### src/dapg_pkg.sv
package dapg_pkg;

  // ----------------------------------------------------------------
  // Register map
  // ----------------------------------------------------------------
  localparam logic [3:0] OFS_STATUS = 4'h0;   // Sticky event flags, write one to clear
  localparam logic [3:0] OFS_MASK = 4'h1;     // Interrupt mask, same layout
  localparam logic [3:0] OFS_CTRL = 4'h2;     // Supply drop reset and threshold controls
  localparam logic [3:0] OFS_LEVEL = 4'h3;    // Held guard level and live state
  localparam logic [3:0] OFS_DBGCAP = 4'h4;   // Debug resource counts

  // ----------------------------------------------------------------
  // Status bit positions
  // ----------------------------------------------------------------
  localparam int ST_DROP = 0;     // Supply below selected threshold
  localparam int ST_REFUSE = 1;   // Programming command refused
  localparam int ST_NBITS = 2;

  // ----------------------------------------------------------------
  // Control bit positions and reset value
  // ----------------------------------------------------------------
  localparam int CT_RST_EN = 0;     // Supply drop forces chip reset
  localparam int CT_RST_SEL = 1;    // Which threshold forces reset
  localparam int CT_IRQ_SEL = 2;    // Which threshold raises the flag
  localparam logic [7:0] CTRL_RESET = 8'h00;
  localparam logic [7:0] MASK_RESET = 8'h00;

  // ----------------------------------------------------------------
  // Guard patterns held in flash
  // ----------------------------------------------------------------
  localparam logic [31:0] PAT_LEVEL_ONE = 32'h12345678;
  localparam logic [31:0] PAT_LEVEL_TWO = 32'h87654321;
  localparam logic [31:0] PAT_LEVEL_THREE = 32'h43218765;
  localparam logic [31:0] PAT_NO_BOOT_PIN = 32'h4e697370;
  localparam logic [31:0] PAT_NO_SAMPLE = 32'h4e696e61;

  // ----------------------------------------------------------------
  // Debug resources
  // ----------------------------------------------------------------
  localparam logic [3:0] NUM_BREAKPOINTS = 4'h4;
  localparam logic [3:0] NUM_WATCHPOINTS = 4'h2;

  // Guard levels
  typedef enum logic [1:0] {
    GUARD_NONE,
    GUARD_ONE,
    GUARD_TWO,
    GUARD_THREE
  } dapg_level_t;

  // Programming command classes
  typedef enum logic [1:0] {
    CMD_READ,
    CMD_WRITE,
    CMD_SECTOR_ERASE,
    CMD_FULL_ERASE
  } dapg_cmd_t;

  // Programming command carrier
  typedef struct packed {
    logic valid;
    dapg_cmd_t kind;
    logic [7:0] sector;
  } dapg_prog_t;

  // Register bus carrier
  typedef struct packed {
    logic wr;
    logic rd;
    logic [3:0] addr;
    logic [31:0] wdata;
  } dapg_bus_t;

endpackage

### src/dapg_gate.sv
// What this block does
// RULE1: Supply drop below threshold raises interrupt request
// RULE2: Supply drop visible as readable status bit
// RULE3: Selected threshold crossing forces chip reset
// RULE4: Flash pattern enables guard, selects level
// RULE5: Application flash calls always allowed
// RULE6: Separate setting disables boot pin entry
// RULE7: Level one: no debug, no sector 0
// RULE8: Level two: no debug, full erase only; the code also grants writes at level two
// RULE9: Level three: no debug, no programming
// RULE10: Level three ignores boot select pin
// RULE11: Setting stops boot pin sampling
// RULE12: Four breakpoints and two watchpoints
// RULE13: Reset low scan, reset high debug
// RULE14: Debug port off during chip reset
// RULE15: Tester erases, waits 250 us, lowers reset
// RULE16: Tester asserts test reset, then releases
// RULE17: Scan path carries no processor debug
// RULE18: Level latched at reset, held until next
//
// The implementer's own choices: the register addresses and the plain strobed port.
module dapg_gate (
  input wire logic CLK_IN,
  input wire logic RST_IN,
  input wire dapg_pkg::dapg_bus_t BUS_IN,
  output logic [31:0] RDATA_OUT,
  output logic IRQ_OUT,
  input wire logic [31:0] FLASH_WORD_IN,
  input wire logic DROP_LOW_IN,
  input wire logic DROP_HIGH_IN,
  input wire logic RESET_PIN_IN,
  input wire logic BOOT_SELECT_IN,
  input wire logic TEST_CLK_IN,
  input wire logic TEST_RESET_IN,
  input wire dapg_pkg::dapg_prog_t PROG_CMD_IN,
  input wire dapg_pkg::dapg_prog_t APP_CMD_IN,
  output logic PROG_GRANT_OUT,
  output logic APP_GRANT_OUT,
  output logic FORCE_RESET_OUT,
  output logic SWD_ENABLE_OUT,
  output logic SCAN_ENABLE_OUT,
  output logic SCAN_DEBUG_OUT,
  output logic BOOT_ENTRY_OUT,
  output logic TEST_CLK_EDGE_OUT
);
  import dapg_pkg::*;

  // ----------------------------------------------------------------
  // Synchronisers for pins
  // ----------------------------------------------------------------
  logic [1:0] s_low_r;    // Low threshold comparator
  logic [1:0] s_high_r;   // High threshold comparator
  logic [1:0] s_rst_r;    // Reset pin level
  logic [1:0] s_boot_r;   // Boot select pin
  logic [1:0] s_tck_r;    // Test clock
  logic [1:0] s_trst_r;   // Test reset
  logic tck_prev_r;       // Last synced test clock

  // Two stages each; only the second stage is read further
  always_ff @(posedge CLK_IN) begin
    s_low_r <= {s_low_r[0], DROP_LOW_IN};
    s_high_r <= {s_high_r[0], DROP_HIGH_IN};
    s_rst_r <= {s_rst_r[0], RESET_PIN_IN};
    s_boot_r <= {s_boot_r[0], BOOT_SELECT_IN};
    s_tck_r <= {s_tck_r[0], TEST_CLK_IN};
    s_trst_r <= {s_trst_r[0], TEST_RESET_IN};
  end

  // Test clock edge finder
  always_ff @(posedge CLK_IN) begin
    if (RST_IN) begin
      tck_prev_r <= 1'b0;
    end else begin
      tck_prev_r <= s_tck_r[1];
    end
  end

  // ----------------------------------------------------------------
  // Registers
  // ----------------------------------------------------------------
  logic [ST_NBITS-1:0] status_r;   // Sticky events
  logic [7:0] mask_r;              // Interrupt mask
  logic [7:0] ctrl_r;              // Control bits
  dapg_level_t level_r;            // Held guard level
  logic no_boot_pin_r;             // Boot pin entry disabled
  logic no_sample_r;               // Boot pin not sampled
  logic loaded_r;                  // Level captured after release
  logic drop_irq;                  // Selected irq threshold crossed
  logic drop_rst;                  // Selected reset threshold crossed
  logic prog_ok;                   // Programming command allowed
  logic [ST_NBITS-1:0] set_ev;     // Event set terms
  logic [ST_NBITS-1:0] clr_ev;     // Write-one clears

  // Threshold selection
  assign drop_irq = ctrl_r[CT_IRQ_SEL] ? s_high_r[1] : s_low_r[1];
  assign drop_rst = ctrl_r[CT_RST_SEL] ? s_high_r[1] : s_low_r[1];

  // ----------------------------------------------------------------
  // Guard level capture
  // ----------------------------------------------------------------
  // Pattern read once after reset release, then held
  always_ff @(posedge CLK_IN) begin
    if (RST_IN) begin
      loaded_r <= 1'b0;
      level_r <= GUARD_NONE;
      no_boot_pin_r <= 1'b0;
      no_sample_r <= 1'b0;
    end else if (!loaded_r) begin
      loaded_r <= 1'b1; // RULE18
      unique case (FLASH_WORD_IN) // RULE4
        PAT_LEVEL_ONE: level_r <= GUARD_ONE;
        PAT_LEVEL_TWO: level_r <= GUARD_TWO;
        PAT_LEVEL_THREE: level_r <= GUARD_THREE;
        default: level_r <= GUARD_NONE;
      endcase
      no_boot_pin_r <= (FLASH_WORD_IN == PAT_NO_BOOT_PIN); // RULE6
      no_sample_r <= (FLASH_WORD_IN == PAT_NO_SAMPLE); // RULE11
    end
  end

  // ----------------------------------------------------------------
  // Access gating
  // ----------------------------------------------------------------
  // Command filter per level
  always_comb begin
    prog_ok = 1'b0;
    unique case (level_r)
      GUARD_NONE: prog_ok = 1'b1;
      // No sector 0 writes or erases
      GUARD_ONE: prog_ok = (PROG_CMD_IN.kind == CMD_WRITE ||
                            PROG_CMD_IN.kind == CMD_SECTOR_ERASE) &&
                           (PROG_CMD_IN.sector != 8'h00); // RULE7
      // Full erase then reprogram
      GUARD_TWO: prog_ok = (PROG_CMD_IN.kind == CMD_FULL_ERASE ||
                            PROG_CMD_IN.kind == CMD_WRITE); // RULE8
      GUARD_THREE: prog_ok = 1'b0; // RULE9
    endcase
  end

  // Gating outputs, all registered
  always_ff @(posedge CLK_IN) begin
    if (RST_IN) begin
      SWD_ENABLE_OUT <= 1'b0; // RULE14
      SCAN_ENABLE_OUT <= 1'b0;
      PROG_GRANT_OUT <= 1'b0;
      APP_GRANT_OUT <= 1'b0;
      BOOT_ENTRY_OUT <= 1'b0;
      TEST_CLK_EDGE_OUT <= 1'b0;
    end else begin
      // Debug only with pin high, guard open
      SWD_ENABLE_OUT <= loaded_r && s_rst_r[1] &&
                        level_r == GUARD_NONE; // RULE13 RULE7 RULE8 RULE9
      // Scan selected by low pin while test reset is low
      SCAN_ENABLE_OUT <= !s_rst_r[1] && !s_trst_r[1]; // RULE13
      // Programming path filtered by held level
      PROG_GRANT_OUT <= loaded_r && PROG_CMD_IN.valid && prog_ok;
      // Application calls never gated
      APP_GRANT_OUT <= APP_CMD_IN.valid; // RULE5
      BOOT_ENTRY_OUT <= loaded_r && s_boot_r[1] && !no_boot_pin_r &&
                        !no_sample_r && level_r != GUARD_THREE; // RULE6 RULE10 RULE11
      // Scan clock edge only while scan selected
      TEST_CLK_EDGE_OUT <= s_tck_r[1] && !tck_prev_r && SCAN_ENABLE_OUT;
    end
  end

  // Scan path never reaches the processor debug
  assign SCAN_DEBUG_OUT = 1'b0; // RULE17

  // ----------------------------------------------------------------
  // Forced reset on supply drop
  // ----------------------------------------------------------------
  always_ff @(posedge CLK_IN) begin
    if (RST_IN) begin
      FORCE_RESET_OUT <= 1'b0;
    end else begin
      FORCE_RESET_OUT <= ctrl_r[CT_RST_EN] && drop_rst; // RULE3
    end
  end

  // ----------------------------------------------------------------
  // Status, mask, control
  // ----------------------------------------------------------------
  assign set_ev = {PROG_CMD_IN.valid && !prog_ok && loaded_r, drop_irq};
  assign clr_ev = (BUS_IN.wr && BUS_IN.addr == OFS_STATUS) ?
                  BUS_IN.wdata[ST_NBITS-1:0] : '0;

  // Sticky flags, set beats clear
  always_ff @(posedge CLK_IN) begin
    if (RST_IN) begin
      status_r <= '0;
    end else begin
      status_r <= (status_r & ~clr_ev) | set_ev; // RULE1 RULE2
    end
  end

  // Mask and control writes
  always_ff @(posedge CLK_IN) begin
    if (RST_IN) begin
      mask_r <= MASK_RESET;
      ctrl_r <= CTRL_RESET;
    end else if (BUS_IN.wr) begin
      if (BUS_IN.addr == OFS_MASK) begin
        mask_r <= BUS_IN.wdata[7:0];
      end
      if (BUS_IN.addr == OFS_CTRL) begin
        ctrl_r <= BUS_IN.wdata[7:0];
      end
    end
  end

  // Level interrupt
  assign IRQ_OUT = |(status_r & mask_r[ST_NBITS-1:0]); // RULE1

  // Read data one cycle later, zero elsewhere
  always_ff @(posedge CLK_IN) begin
    if (RST_IN) begin
      RDATA_OUT <= 32'h0;
    end else if (BUS_IN.rd) begin
      unique case (BUS_IN.addr)
        OFS_STATUS: RDATA_OUT <= {30'h0, status_r}; // RULE2
        OFS_MASK: RDATA_OUT <= {24'h0, mask_r};
        OFS_CTRL: RDATA_OUT <= {24'h0, ctrl_r};
        OFS_LEVEL: RDATA_OUT <= {24'h0, s_rst_r[1], drop_irq, no_sample_r,
                                 no_boot_pin_r, loaded_r, 1'b0, level_r};
        OFS_DBGCAP: RDATA_OUT <= {24'h0, NUM_WATCHPOINTS, NUM_BREAKPOINTS}; // RULE12
        default: RDATA_OUT <= 32'h0;
      endcase
    end else begin
      RDATA_OUT <= 32'h0;
    end
  end

  // ----------------------------------------------------------------
  // Assertions
  // ----------------------------------------------------------------
  property p_irq_follows;
    @(posedge CLK_IN) disable iff (RST_IN)
    drop_irq |=> (IRQ_OUT || !mask_r[ST_DROP]);
  endproperty
  a_irq_follows: assert property (p_irq_follows) else $error("irq missed"); // RULE1

  property p_status_sticky;
    @(posedge CLK_IN) disable iff (RST_IN)
    (status_r[ST_DROP] && !clr_ev[ST_DROP]) |=> status_r[ST_DROP];
  endproperty
  a_status_sticky: assert property (p_status_sticky) else $error("flag lost"); // RULE2

  property p_force_reset;
    @(posedge CLK_IN) disable iff (RST_IN)
    (ctrl_r[CT_RST_EN] && drop_rst) |=> FORCE_RESET_OUT;
  endproperty
  a_force_reset: assert property (p_force_reset) else $error("no forced reset"); // RULE3

  property p_app_open;
    @(posedge CLK_IN) disable iff (RST_IN)
    APP_CMD_IN.valid |=> APP_GRANT_OUT;
  endproperty
  a_app_open: assert property (p_app_open) else $error("application call blocked"); // RULE5

  property p_no_sector0;
    @(posedge CLK_IN) disable iff (RST_IN)
    (level_r == GUARD_ONE && PROG_CMD_IN.sector == 8'h00) |=> !PROG_GRANT_OUT;
  endproperty
  a_no_sector0: assert property (p_no_sector0) else $error("sector 0 granted"); // RULE7

  property p_swd_locked;
    @(posedge CLK_IN) disable iff (RST_IN)
    (level_r != GUARD_NONE) |=> !SWD_ENABLE_OUT;
  endproperty
  a_swd_locked: assert property (p_swd_locked) else $error("debug open"); // RULE9

  property p_boot_ignored;
    @(posedge CLK_IN) disable iff (RST_IN)
    (level_r == GUARD_THREE || no_boot_pin_r) |=> !BOOT_ENTRY_OUT;
  endproperty
  a_boot_ignored: assert property (p_boot_ignored) else $error("boot entry"); // RULE10

  property p_level_held;
    @(posedge CLK_IN) disable iff (RST_IN)
    loaded_r |=> $stable(level_r);
  endproperty
  a_level_held: assert property (p_level_held) else $error("level changed"); // RULE18

  property p_swd_needs_pin;
    @(posedge CLK_IN) disable iff (RST_IN)
    !s_rst_r[1] |=> !SWD_ENABLE_OUT;
  endproperty
  a_swd_needs_pin: assert property (p_swd_needs_pin) else $error("swd in scan"); // RULE13

  property p_swd_after_reset;
    @(posedge CLK_IN) RST_IN |=> !SWD_ENABLE_OUT;
  endproperty
  a_swd_after_reset: assert property (p_swd_after_reset) else $error("swd in reset"); // RULE14

  // Drop always lands in the status bit
  property p_drop_status;
    @(posedge CLK_IN) disable iff (RST_IN)
    drop_irq |=> status_r[ST_DROP];
  endproperty
  a_drop_status: assert property (p_drop_status) else $error("drop not flagged"); // RULE2

  // No forced reset while disabled
  property p_force_off;
    @(posedge CLK_IN) disable iff (RST_IN)
    !ctrl_r[CT_RST_EN] |=> !FORCE_RESET_OUT;
  endproperty
  a_force_off: assert property (p_force_off) else $error("forced reset while off"); // RULE3

  // Refused command leaves a sticky flag
  property p_refuse_flag;
    @(posedge CLK_IN) disable iff (RST_IN)
    (loaded_r && PROG_CMD_IN.valid && !prog_ok) |=> status_r[ST_REFUSE];
  endproperty
  a_refuse_flag: assert property (p_refuse_flag) else $error("refusal not flagged"); // RULE7

  // Level two refuses single sector erase
  property p_level_two;
    @(posedge CLK_IN) disable iff (RST_IN)
    (level_r == GUARD_TWO && PROG_CMD_IN.kind == CMD_SECTOR_ERASE) |=> !PROG_GRANT_OUT;
  endproperty
  a_level_two: assert property (p_level_two) else $error("sector erase granted"); // RULE8

  // Level three closes programming path
  property p_level_three;
    @(posedge CLK_IN) disable iff (RST_IN)
    (level_r == GUARD_THREE) |=> !PROG_GRANT_OUT;
  endproperty
  a_level_three: assert property (p_level_three) else $error("programming open"); // RULE9

  // Boot pin not sampled when disabled
  property p_no_sample;
    @(posedge CLK_IN) disable iff (RST_IN)
    no_sample_r |=> !BOOT_ENTRY_OUT;
  endproperty
  a_no_sample: assert property (p_no_sample) else $error("boot pin sampled"); // RULE11

  // Low pin without test reset selects scan
  property p_scan_low_pin;
    @(posedge CLK_IN) disable iff (RST_IN)
    (!s_rst_r[1] && !s_trst_r[1]) |=> SCAN_ENABLE_OUT;
  endproperty
  a_scan_low_pin: assert property (p_scan_low_pin) else $error("scan not selected"); // RULE13

  // Main scenarios
  c_irq: cover property (@(posedge CLK_IN) disable iff (RST_IN) IRQ_OUT);
  c_prog: cover property (@(posedge CLK_IN) disable iff (RST_IN) PROG_GRANT_OUT);
  c_lock: cover property (@(posedge CLK_IN) disable iff (RST_IN) level_r == GUARD_THREE);
  c_scan: cover property (@(posedge CLK_IN) disable iff (RST_IN) TEST_CLK_EDGE_OUT);
  c_frst: cover property (@(posedge CLK_IN) disable iff (RST_IN) FORCE_RESET_OUT);

endmodule

### config.mk
export PLATFORM = sky130hd
export DESIGN_NAME = dapg_gate
export DESIGN_NICKNAME = d
export VERILOG_FILES = /design/src/dapg_pkg.sv /design/src/dapg_gate.sv
export SDC_FILE = /design/constraint.sdc
export NUM_CORES = 1
export LEC_CHECK = 0
export ABC_AREA = 1
export BUFFER_PORTS_ARGS = -buffer_cell sky130_fd_sc_hd__buf_2
export CAP_MARGIN = 10
export CORE_ASPECT_RATIO = 0.7
export CORE_MARGIN = 5
export CORE_UTILIZATION = 45
export CTS_CLUSTER_DIAMETER = 60
export DETAILED_ROUTE_END_ITERATION = 6
export PLACE_DENSITY = 0.9
export SLEW_MARGIN = 30
export SYNTH_ARGS = -nofsm -noshare
export SYNTH_HDL_FRONTEND = slang
export SYNTH_SLANG_ARGS = --single-unit
### constraint.sdc
create_clock -name CLK_IN -period 1.7 [get_ports CLK_IN]
set_input_delay 0.34 -clock CLK_IN [delete_from_list [all_inputs] [get_ports CLK_IN]]
set_output_delay 0.34 -clock CLK_IN [all_outputs]
set_load 0.03 [all_outputs]
==> metrics.md <==
| Metric | Value |
|---|---|
| Status | completed |
| Share of layout cells above drive strength 1 | around 22% |
| Final non-filler cell area | 0.00298 sq mm |
| H-Tree Depth | 2 |
| Total number of vias | 2,375 |
| Tcrit/Tclk final | 86.1% |
| Ant diodes | 0 |
| Routed vias/inst | 4.57 |
| IO buf count | 81 |
| Post-CTS Hold Buffers | 0 |
| Avg WL per Cell | 11.6 um |
| Final WS setup | 0.236 ns |
| Post-route ant nets | 0 |
| Max incr delay on CP | between 0.3 and 0.4 ns |
| Slowest CP cell | dfxtp_1 |
| Lkg Pwr | 0.00154 uW |
| Layout area overhead | 18.7% |
| P per Cell Area | 779 mW/mm^2 |
| Final hold viol count | 0 |
| Die area | slightly above 0.007 sq mm |
| Die height | 72.5 um |
| Clock sinks | 51 |
| Hold path depth | 1 |
| Most frequent cells in the layout | buf_2 (81), nand2_1 (78), inv_1 (67) |
| CTS tree | yes |
| # fillers | 501 |
| Largest net degree at the start of global routing | 17 |
| Avg Cell Area, Syn | approximately 6.9 sq um |
| Max Slew Vio Count | 0 |
| CTS resizes | 0 |
| Initial antenna violation count | 0 |
| Sequential power share | roughly 54% |
| Gr ovfl total | 0 |
| Hpwl dp | 4940 um |
| Clk pwr share | a little under a third |
| Setup TNS | 0 ns |
| Clk_skew | 0.00785 ns |
| Switch Pwr | between 600 and 700 uW |
| Critical path endpoint category | primary output |
| Clock-pin slew on the worst setup and hold paths | roughly 0.09 ns |
| Top Registers | RDATA_OUT: 8 flops, ctrl_r: 8 flops, mask_r: 8 flops |
| WP buf/inv | 2 |
| Final Routed Wirelength | ~6000 um |
| Rows | 22 |
| Top Family by Delay on Critical Path | flip-flops |
| Clk root buf | clkbuf_8 |
| Critical path launch point type | register |
| Setup violators final | 0 |
| CP Max Fanout | 3 |
| Gpl congestion | 0.947 |
| Worst reg2reg path depth | 5 |
| Vias in the first global route | 2,179 |
| RSZ-0062 raised after global routing | no |
| Number of cells on the critical path | 3 |
| Mapped Cells | between 300 and 400 |
| Cell Chain, Critical Path | inv_1 -> o22ai_1 -> buf_2 |
| F_max | 683 MHz |
| Hold Path Class | input pin to register |
| Commonest non-fill, non-tap cell in the layout | buf_2 |
| Gate power share | 15.1% |
| Layout Nets | 549 |
| CTS Buf Count | 5 |
| GRT Overall Usage | 16.5% |
| Core footprint | 0.00531 sq mm |
| Initial Util | 47.3% |
| DR pass1 iterations | 4 |
| Required @ worst endpoint | 1.36 ns |
| Switching part of the total | 28.0% |
| Die W | 99.3 um |
| Worst-skew pair later-pin latency | 0.31 ns |
| Mapped cell area | 0.00251 sq mm |
| Setup bufs post-CTS | 0 |
| Clk buf depth | 2 |
| Yosys warns | 0 |
| Arr. time, crit path | 1.12 ns |
| First-pass GRT wire length | ~9400 um |
| Worst hold slack | around 0.12 ns |
| Crit path kind | register to primary output |
| Tmin final | 1.46 ns |
| Residual DRC count | 0 |
| # IOs | 141 |
| VDD IR max | 0.530 mV |
| Cell Area, Placed | 0.00288 sq mm |
| Post-synthesis sequential area ratio | 40.7% |
| Pre-CTS WS | 0.313 ns |
| Post-synthesis cell type count | 28 |
| Synthesis-stage register bit count | 51 |
| Max cap viols | 0 |
| DRT iter0 DRCs | ~150 |
| P_int | 1670 uW |
| Pwr Total | 2320 uW |
## cell usage after synthesis, drive strengths merged
| library cell | number | area share (%) |
|---|---|---|
| a21oi | 22 | 4.4 |
| a31oi | 1 | 0.25 |
| buf | 29 | 8.9 |
| clkbuf | 2 | 0.30 |
| conb | 1 | 0.15 |
| dfxtp | 51 | 41 |
| ha | 2 | 1.0 |
| inv | 69 | 11 |
| mux2i | 1 | 0.40 |
| nand2 | 80 | 13 |
| nand3 | 15 | 4.0 |
| nand3b | 1 | 0.30 |
| nand4 | 1 | 0.25 |
| nor2 | 56 | 8.7 |
| nor3 | 3 | 0.60 |
| nor4 | 2 | 0.50 |
| o21ai | 17 | 3.5 |
| o221ai | 3 | 1.0 |
| o22ai | 7 | 1.7 |
| o31ai | 1 | 0.30 |
## area by class of cell
type / instances / area (sq um) / area share [%]
Multi-Input combinational cell: 237 / 1090 / 36.4
Sequential cell: 51 / 1020 / 34.3
Timing Repair Buffer: 83 / 420 / 14.1
Inverter: 69 / 264 / 8.86
Tap cell: 72 / 90.1 / 3.02
Clock buffer: 6 / 82.6 / 2.77
Clock inverter: 2 / 16.3 / 0.546
## routing by layer
metal  track usage, %  vias to the layer above  part of all wire (%)
li1                 -                     1236                     -
met4             5.45                        0                   1.7
met2             26.7                      119                    45
met5                0                        -                     0
met3             5.96                       12                    11
met1             20.6                     1008                    42
## through the flow
step                utilization (%)  std cells
detailed placement             54.2        512
finish                         56.1        520
CTS                            56.1        520
global route                   56.1        520
floorplan                         -        388
global placement               54.2        512
## power groups by stage
stage | Clock [uW] | Sequential, uW | Combinational, uW
2_1_floorplan | 0 | 1280 | 247
3_3_place_gp | 0 | 1270 | 335
3_5_place_dp | 0 | 1270 | 345
4_1_cts | 740 | 1250 | 347
5_1_grt | 790 | 1250 | 386
6_report | 726 | 1250 | 350
## cells by family after synthesis
family,after synthesis,synth area share (%)
AO/OA/AOI/OAI,51,11.3
adder cells (fa/ha/maj),2,0.996
buffers and inverters,100,19.7
flip-flops,51,40.7
multiplexers,1,0.399
other,1,0.149
AND/OR/NAND/NOR,158,26.9
## worst paths after layout
check / start / endpoint / slack (ns)
max: mask_r[0] / IRQ_OUT / 0.24
min: TEST_CLK_IN / s_tck_r[0] / 0.12
max reg2reg: loaded_r / no_boot_pin_r / 0.64
min reg2reg: s_trst_r[0] / s_trst_r[1] / 0.33
## worst reg2reg max path, cell delays in order, from the launching register on
cell	delay (ns)
dfxtp_1	0.40
nor2_1	0.17
nand2_1	0.08
nor2_1	0.13
nand3_1	0.08
a21oi_1	0.13
(Power assumes the default switching activity.)
